<file path="src/lbfs_defs.svh">
/*
 * Timing counts and interrupt/register layout for the boost LED fault supervisor.
 * Assumes a 200 MHz core clock; counts other than LBFS_STARTUP_CYC derive from times given in their own units.
 */
`ifndef LBFS_DEFS_SVH
`define LBFS_DEFS_SVH

`define LBFS_CLK_MHZ          200
`define LBFS_OCP_SHUT_NS      3000
`define LBFS_OCP_SHUT_CYC     ((`LBFS_OCP_SHUT_NS * `LBFS_CLK_MHZ) / 1000)
`define LBFS_UV_FILT_US       50
`define LBFS_UV_FILT_CYC      (`LBFS_UV_FILT_US * `LBFS_CLK_MHZ)
`define LBFS_CLR_HOLD_MS      16
`define LBFS_CLR_HOLD_CYC     (`LBFS_CLR_HOLD_MS * 1000 * `LBFS_CLK_MHZ)
`define LBFS_STARTUP_CYC      4096
`define LBFS_OV_RESUME_PCT    97

`define LBFS_REG_CTRL         12'h000
`define LBFS_REG_STATUS       12'h004
`define LBFS_REG_IRQ_STAT     12'h008
`define LBFS_REG_IRQ_MASK     12'h00c
`define LBFS_REG_OV_LEVEL     12'h010

`define LBFS_EV_OV            0
`define LBFS_EV_SWOV          1
`define LBFS_EV_SWOC          2
`define LBFS_EV_SWLIM2        3
`define LBFS_EV_INOC          4
`define LBFS_EV_UV            5
`define LBFS_EV_W             6

`define LBFS_CTRL_RST         8'h00
`define LBFS_MASK_RST         6'h00

`endif

</file>
<file path="src/lbfs_pkg.sv">
/*
 * Types shared by the boost LED fault supervisor.
 * Assumes lbfs_defs.svh supplies the numeric layout.
 */
`default_nettype none
package lbfs_pkg;
    // Comparator trips from the power stage, raw and asynchronous
    typedef struct packed {
        logic output_overvoltage_trip;
        logic switch_node_overvoltage_trip;
        logic switch_overcurrent_trip;
        logic secondary_switch_current_limit;
        logic input_overcurrent_trip;
        logic supply_good;
        logic sense_good;
    } lbfs_trip_t;

    // Gating outputs toward the power stage
    typedef struct packed {
        logic       boost_enable;
        logic [3:0] sink_enable;
        logic       input_disconnect_switch_on;
    } lbfs_gate_t;

    typedef enum logic [3:0] {
        LBFS_OFF     = 4'b0001,
        LBFS_START   = 4'b0010,
        LBFS_RUN     = 4'b0100,
        LBFS_LATCHED = 4'b1000
    } lbfs_state_t;
endpackage
`default_nettype wire

</file>
<file path="src/lbfs_supervisor.sv">
/*
 * Fault supervisor for a boost LED driver: gates boost, sinks and input disconnect switch,
 * latches severe faults, flags the host; registers over AXI4-Lite.
 * Assumes trip inputs are raw comparator levels and enable/dimming are host levels.
 */
`timescale 1ns/1ps
`default_nettype none
`include "lbfs_defs.svh"

module lbfs_supervisor
#(
    parameter int NUM_SINKS   = 4,
    parameter int UV_CYC      = `LBFS_UV_FILT_CYC,
    parameter int CLR_CYC     = `LBFS_CLR_HOLD_CYC,
    parameter int START_CYC   = `LBFS_STARTUP_CYC
)
(
    // Clock and reset
    input  wire logic                clk,
    input  wire logic                rst,
    // Power stage
    input  wire lbfs_pkg::lbfs_trip_t trip_raw,
    input  wire logic [3:0]          sink_has_current,
    input  wire logic                ov_below_resume,
    input  wire logic                cycle_start,
    // Host pins and power-stage gates
    input  wire logic                enable_in,
    input  wire logic                dimming_in,
    output var  logic                fault_n,
    output var  lbfs_pkg::lbfs_gate_t gate,
    // AXI4-Lite slave
    input  wire logic [11:0]         s_awaddr,
    input  wire logic                s_awvalid,
    output var  logic                s_awready,
    input  wire logic [31:0]         s_wdata,
    input  wire logic [3:0]          s_wstrb,
    input  wire logic                s_wvalid,
    output var  logic                s_wready,
    output var  logic [1:0]          s_bresp,
    output var  logic                s_bvalid,
    input  wire logic                s_bready,
    input  wire logic [11:0]         s_araddr,
    input  wire logic                s_arvalid,
    output var  logic                s_arready,
    output var  logic [31:0]         s_rdata,
    output var  logic [1:0]          s_rresp,
    output var  logic                s_rvalid,
    input  wire logic                s_rready,
    // Interrupt
    output var  logic                irq
);
    import lbfs_pkg::*;

    // Elaboration check: sink count is fixed by the gate struct
    if (NUM_SINKS != 4 || UV_CYC < 2 || CLR_CYC < 2 || START_CYC < 2)
    begin : g_param_check
        $error("lbfs_supervisor: unsupported parameter values");
    end

    localparam int TW = $bits(lbfs_trip_t);

    // Two-flop synchroniser; stage one is read only by stage two
    logic [TW-1:0] sync1;
    logic [TW-1:0] sync2;
    always_ff @(posedge clk or posedge rst)
    begin
        if (rst)
        begin
            sync1 <= '0;
            sync2 <= '0;
        end
        else
        begin
            sync1 <= trip_raw;
            sync2 <= sync1;
        end
    end
    lbfs_trip_t t;
    assign t = sync2;

    // Software control: bit0 soft enable, bit1 startup mask enable
    logic [7:0] ctrl;
    wire        soft_en   = ctrl[0];
    wire        start_msk = ctrl[1];

    // Undervoltage filter and enable qualification
    logic [31:0] uv_cnt;
    logic        uv_ok;
    wire         both_good = t.supply_good & t.sense_good;
    always_ff @(posedge clk or posedge rst)
    begin
        if (rst)
        begin
            uv_cnt <= '0;
            uv_ok  <= 1'b0;
        end
        else if (both_good)
        begin
            uv_cnt <= '0;
            uv_ok  <= 1'b1;
        end
        else if (!t.supply_good && uv_ok)
        begin
            // Short dips are ignored until the count runs out
            if (uv_cnt >= 32'(UV_CYC))
                uv_ok <= 1'b0;
            else
                uv_cnt <= uv_cnt + 32'h1;
        end
        else
            uv_cnt <= '0;
    end

    // Clear filter: enable or dimming low for the hold time
    logic [31:0] clr_cnt;
    logic        clr_pulse;
    wire         host_low = !enable_in || !dimming_in;
    always_ff @(posedge clk or posedge rst)
    begin
        if (rst)
        begin
            clr_cnt   <= '0;
            clr_pulse <= 1'b0;
        end
        else
        begin
            clr_pulse <= host_low && (clr_cnt == 32'(CLR_CYC - 1));
            clr_cnt   <= !host_low ? '0 :
                         (clr_cnt == 32'(CLR_CYC)) ? clr_cnt : clr_cnt + 32'h1;
        end
    end

    // State machine
    lbfs_state_t state;
    lbfs_state_t next_state;
    logic [31:0] st_cnt;
    wire         masking   = (state == LBFS_START) && start_msk;
    wire         ev_swov   = t.switch_node_overvoltage_trip && !masking;
    wire         ev_lim2   = t.secondary_switch_current_limit;
    wire         ev_inoc   = t.input_overcurrent_trip;
    wire         latch_ev  = ev_swov || ev_lim2 || ev_inoc;
    wire         run_ok    = uv_ok && enable_in && soft_en;

    always_comb
    begin
        next_state = state;
        case (state)
            LBFS_OFF:     next_state = run_ok ? LBFS_START : LBFS_OFF;
            LBFS_START:   next_state = latch_ev ? LBFS_LATCHED :
                                       !run_ok ? LBFS_OFF :
                                       (st_cnt >= 32'(START_CYC)) ? LBFS_RUN : LBFS_START;
            LBFS_RUN:     next_state = latch_ev ? LBFS_LATCHED :
                                       !run_ok ? LBFS_OFF : LBFS_RUN;
            LBFS_LATCHED: next_state = clr_pulse ? LBFS_OFF : LBFS_LATCHED;
            default:      next_state = LBFS_OFF;
        endcase
    end

    always_ff @(posedge clk or posedge rst)
    begin
        if (rst)
        begin
            state  <= LBFS_OFF;
            st_cnt <= '0;
        end
        else
        begin
            state  <= next_state;
            st_cnt <= (next_state != state) ? '0 : st_cnt + 32'h1;
        end
    end

    // Overvoltage hysteresis: halt until below resume level
    logic ov_hold;
    always_ff @(posedge clk or posedge rst)
    begin
        if (rst)
            ov_hold <= 1'b0;
        else if (t.output_overvoltage_trip)
            ov_hold <= 1'b1;
        else if (ov_below_resume)
            ov_hold <= 1'b0;
    end

    // Cycle skip after primary current limit
    logic [1:0] skip;
    always_ff @(posedge clk or posedge rst)
    begin
        if (rst)
            skip <= 2'h0;
        else if (t.switch_overcurrent_trip)
            skip <= 2'h2;
        else if (cycle_start && skip != 2'h0)
            skip <= skip - 2'h1;
    end

    // Strings dropped at overvoltage stay out until the state machine returns to LBFS_OFF
    logic [3:0] dropped;
    always_ff @(posedge clk or posedge rst)
    begin
        if (rst)
            dropped <= 4'h0;
        else if (state == LBFS_OFF)
            dropped <= 4'h0;
        else if (t.output_overvoltage_trip)
            dropped <= dropped | ~sink_has_current;
    end

    // Gate outputs registered; latched state drops everything at once
    wire active  = (state == LBFS_START) || (state == LBFS_RUN);
    wire kill    = latch_ev || !active;
    always_ff @(posedge clk or posedge rst)
    begin
        if (rst)
        begin
            gate    <= '0;
            fault_n <= 1'b1;
        end
        else
        begin
            gate.boost_enable <= !kill && !ov_hold && !t.output_overvoltage_trip
                                 && (skip == 2'h0) && !t.switch_overcurrent_trip;
            gate.sink_enable  <= kill ? 4'h0 : ~dropped;
            // Gate off in the same edge as shutdown, well inside 3 us
            gate.input_disconnect_switch_on <= !kill;
            fault_n <= !(next_state == LBFS_LATCHED);
        end
    end

    // Sticky interrupt status, write one to clear; set wins
    logic [5:0] irq_stat;
    logic [5:0] irq_mask;
    wire  [5:0] ev_vec = {!both_good, ev_inoc, ev_lim2, t.switch_overcurrent_trip,
                          ev_swov, t.output_overvoltage_trip};
    logic       wr_fire;
    logic [11:0] wr_addr;
    logic [31:0] wr_data;
    wire        clr_irq = wr_fire && (wr_addr == `LBFS_REG_IRQ_STAT);
    always_ff @(posedge clk or posedge rst)
    begin
        if (rst)
        begin
            irq_stat <= 6'h00;
            irq      <= 1'b0;
        end
        else
        begin
            irq_stat <= ev_vec | (irq_stat & ~(clr_irq ? wr_data[5:0] : 6'h00));
            irq      <= |(irq_stat & irq_mask);
        end
    end

    // AXI4-Lite write: take address and data in either order
    logic aw_have;
    logic w_have;
    assign wr_fire = aw_have && w_have && !s_bvalid;
    always_ff @(posedge clk or posedge rst)
    begin
        if (rst)
        begin
            aw_have <= 1'b0;
            w_have  <= 1'b0;
            wr_addr <= 12'h000;
            wr_data <= 32'h0;
            s_bvalid <= 1'b0;
            s_bresp  <= 2'h0;
            ctrl     <= `LBFS_CTRL_RST;
            irq_mask <= `LBFS_MASK_RST;
            s_awready <= 1'b1;
            s_wready  <= 1'b1;
        end
        else
        begin
            if (s_awvalid && s_awready)
            begin
                aw_have <= 1'b1;
                wr_addr <= s_awaddr;
                s_awready <= 1'b0;
            end
            if (s_wvalid && s_wready)
            begin
                w_have  <= 1'b1;
                wr_data <= s_wdata;
                s_wready <= 1'b0;
            end
            if (wr_fire)
            begin
                aw_have  <= 1'b0;
                w_have   <= 1'b0;
                s_bvalid <= 1'b1;
                s_bresp  <= 2'h0;
                case (wr_addr)
                    `LBFS_REG_CTRL:     ctrl     <= wr_data[7:0];
                    `LBFS_REG_IRQ_MASK: irq_mask <= wr_data[5:0];
                    `LBFS_REG_IRQ_STAT: ;
                    default:            s_bresp  <= 2'h2;
                endcase
            end
            else if (s_bvalid && s_bready)
            begin
                // Readies reopen only once the response is gone
                s_bvalid  <= 1'b0;
                s_awready <= 1'b1;
                s_wready  <= 1'b1;
            end
        end
    end

    // AXI4-Lite read; status shows live state, gates and flags
    wire [31:0] status_word = {16'h0, fault_n, gate.input_disconnect_switch_on,
                               gate.sink_enable, gate.boost_enable, uv_ok, dropped, state};
    always_ff @(posedge clk or posedge rst)
    begin
        if (rst)
        begin
            s_rvalid <= 1'b0;
            s_rdata  <= 32'h0;
            s_rresp  <= 2'h0;
            s_arready <= 1'b1;
        end
        else if (s_arvalid && s_arready)
        begin
            s_rvalid <= 1'b1;
            s_arready <= 1'b0;
            s_rresp  <= 2'h0;
            case (s_araddr)
                `LBFS_REG_CTRL:     s_rdata <= {24'h0, ctrl};
                `LBFS_REG_STATUS:   s_rdata <= status_word;
                `LBFS_REG_IRQ_STAT: s_rdata <= {26'h0, irq_stat};
                `LBFS_REG_IRQ_MASK: s_rdata <= {26'h0, irq_mask};
                default:
                begin
                    s_rdata <= 32'h0;
                    s_rresp <= 2'h2;
                end
            endcase
        end
        else if (s_rvalid && s_rready)
        begin
            s_rvalid  <= 1'b0;
            s_arready <= 1'b1;   // Held in a flop so the port comes from a register
        end
    end
endmodule // lbfs_supervisor
`default_nettype wire

</file>
<file path="config.mk">
export PLATFORM = sky130hd
export DESIGN_NAME = lbfs_supervisor
export DESIGN_NICKNAME = d
export VERILOG_FILES = /design/src/lbfs_pkg.sv /design/src/lbfs_supervisor.sv
export VERILOG_INCLUDE_DIRS = /design/src
export SDC_FILE = /design/constraint.sdc
export NUM_CORES = 1
export LEC_CHECK = 0
export ABC_AREA = 1
export BUFFER_PORTS_ARGS = -buffer_cell sky130_fd_sc_hd__clkbuf_2
export CORE_MARGIN = 2
export CORE_UTILIZATION = 50
export DETAILED_ROUTE_END_ITERATION = 10
export PLACE_DENSITY = 0.74
export SYNTH_ARGS = -nofsm -noshare
export SYNTH_HDL_FRONTEND = slang
export SYNTH_SLANG_ARGS = --single-unit
</file>
<file path="constraint.sdc">
create_clock -name clk -period 7.7 [get_ports clk]
set_input_delay 1.155 -clock clk [delete_from_list [all_inputs] [get_ports clk]]
set_output_delay 1.155 -clock clk [all_outputs]
set_load 0.03 [all_outputs]
</file>
==> impl_metrics.ini <==
[run_status]
status = finished clean

[clock_network]
clk_pin_slew_ns = 0.07
htree_levels = 4
cts_made_buffers = 17
cts_tree = built
cts_buffer_depth = 2
cts-root-buf = clkbuf_16
ctsHoldBuffers = 0
post-cts-setup-buffers = 0
cts-resized-gates = 0
cts.sinks = 196
clock_latency_ns = 0.44

[finish]
area_growth_pct = 11.8
finalInstanceArea_sq_um = 10800
antenna_cells = 0
final_nets = 1313
multiInputGateArea_sq_um = 3910
layout-drive-gt1-share_pct = 13.3
fillers = 1664
regArea_sq_um = 4910

[critical_path]
cpLargestDelayFamily = simple AND/OR/NAND/NOR gates
critPathMaxFanout = 17
endpoint_kind = flip-flop
crit_required_ns = 8.04
critPathBufInv = 2
cpPeakStageDelay_ns = 0.81
path_class = reg -> reg
crit_chain = inv_1, nor2_1, clkinv_1, nor3b_1, nand2_1, o21ai_0
start_kind = flip-flop
cp.arrival_ns = 2.99
cp_slowest_cell = nor2_1

[drt]
drt-pass1-iter-count = 6
initialDrtViolationCount = 605
wirelength_mm = 20.3
vias = 7615
wl_per_cell_um = 13.5
via_per_inst = 5.09
ant_nets = 0
drc_errors = 0

[logic_synthesis]
synthAdderAreaFrac_pct = 0.910
synth-main-ff-cell = dfrtp_1
synth_compound_area_share_pct = 6.38
synth-simple-area-share_pct = 27.8
ys_types = 41
async_reset_ff_share_pct = 100
yosys_register_bits = 196
synth_top_family_by_area = simple AND/OR/NAND/NOR gates
synth_mux_area_share_pct = 0
synthXorXnorAreaFrac_pct = 4.82
syn_inst = 1144
seq_area_frac_synth_pct = 51.0
synth_top_area_share_pct = 49.6
syn-cell-area_sq_um = 9630
synth_edf_count = 0
postSynthAreaPerCell_sq_um = 8.42
synth_area_leaders = dfrtp_1, nand2_1, inv_1
yosys.area.top_type = dfrtp_1
yosys_warnings = 0

[flow_run]
drv_cap = 0

[global_routing]
grt_pass1_vias = 7332
grt_use_total_pct = 21.0
antenna_found_initial = 0
grt_max_degree = 114
overflow = 0
grt_pass1_wl_mm = 34.3

[timing]
rsz0062_at_grt = no
finalCritPeriodShare_pct = 34.4
finalMaxSlewViolations = 0
fin_skew_ns = 0.0134
fin_crit_ns = 2.65
fin_tns_setup_ns = 0
worst_pin_slew_ns = 1.07
setup_slack_ns = 5.05
hold_slack_ns = 0.352
fmax_mhz = 378
hold_viol_final = 0
timing.slew.headroom_pct = 28.4
setup-violations-final = 0

[placement]
post_dp_cell_area_sq_um = 10200
place.gp.congestion = 0.906
dp_hpwl_mm = 14.5
preCtsSetupSlack_ns = 4.73
port-buffer-count = 84

[die]
dieWidth_um = 143
ios = 131
start_util_pct = 51.1
rows = 50
die_h_um = 143
core_sq_um = 18800
fp.dieArea_sq_um = 20400

[power_and_ir_drop]
finalPower_w = 0.00255
leakage_nw = 5.05
irDropWorstVdd_v = 0.000169
power-per-cell-area_nw_per_um2 = 237

[min_path]
hp-class = reg -> reg
-- Yosys cell counts (15+ instances only) --
cell type and instances:
nand3_1 63, nand4_1 26, o21ai_0 65, nor3_1 46
buf_4 19, a21oi_1 16, o22ai_1 17, nand2_1 238
nor2_1 143, inv_1 155, dfrtp_1 191, nor3_2 31
xor2_1 39, nor4_1 15
-- where the power goes --
| group | internal [W] | switching, W |
|---|---|---|
| combinational | 0.000118 | 0.000321 |
| sequential | 0.00115 | 0.0000716 |
| clock | 0.000496 | 0.000398 |
| total | 0.00176 | 0.000791 |
-- worst paths after layout --
path,start,to,slack [ns],cells past startpoint
setup / recovery,uv_ok,uv_cnt[2],5.05,6
hold / removal,sync1[3],sync2[3],0.35,0
setup reg to reg,uv_ok,uv_cnt[2],5.05,6
hold reg to reg,sync1[3],sync2[3],0.35,0
max in group asynchronous,rst,gate[4],5.31,3
min in group asynchronous,rst,sync1[4],0.85,2
-- stage by stage --
stage | instances | util, %
3_3_place_gp | 1465 | 54.0
4_1_cts | 1497 | 57.2
6_report | 1497 | 57.2
3_5_place_dp | 1465 | 54.0
2_1_floorplan | 1161 | -
5_1_grt | 1497 | 57.2
-- layout by cell type (no fill, tap or decap), drive strengths merged, types with 18 or more instances in the layout --
cell      n
nand2   244
dfrtp   191
inv     159
nor2    144
clkbuf  105
nor3     77
nand3    67
o21ai    65
xor2     39
nand4    26
conb     18
-- flip-flops by register name (all words and copies together), names as in the netlist, 2 cells and up --
| signal | cells |
|---|---|
| clr_cnt | 32 |
| ctrl | 8 |
| dropped | 4 |
| gate | 6 |
| irq_mask | 6 |
| irq_stat | 6 |
| s_rdata | 16 |
| skip | 2 |
| st_cnt | 32 |
| state | 4 |
| sync1 | 7 |
| sync2 | 7 |
| uv_cnt | 32 |
| wr_addr | 12 |
| wr_data | 8 |
-- layer usage --
metal | part of all wire [%] | track usage, %
met1 | 48 | 29.6
met5 | 0 | 0
met4 | 1.4 | 7.24
met3 | 4.7 | 3.79
met2 | 46 | 33.1
-- cell type report --
| type | instances | area share (%) |
|---|---|---|
| clock inverters | 11 | 1.34 |
| repair buffers | 85 | 3.97 |
| inverters | 158 | 5.59 |
| multi-input cells | 766 | 36.3 |
| clock buffers | 21 | 4.18 |
| flip-flops and latches | 196 | 45.6 |
| well taps | 260 | 3.02 |
-- kinds of logic (layout without fill, tap and decap cells) --
group / after synthesis / after routing
AOI/OAI and AO/OA: 111 / 111
xor gates and xnor gates: 53 / 53
adders and majority gates: 7 / 7
buffers and inverters: 199 / 275
DFF: 196 / 196
other: 1 / 18
and+or+nand+nor: 577 / 577
(Power assumes the default switching activity.)
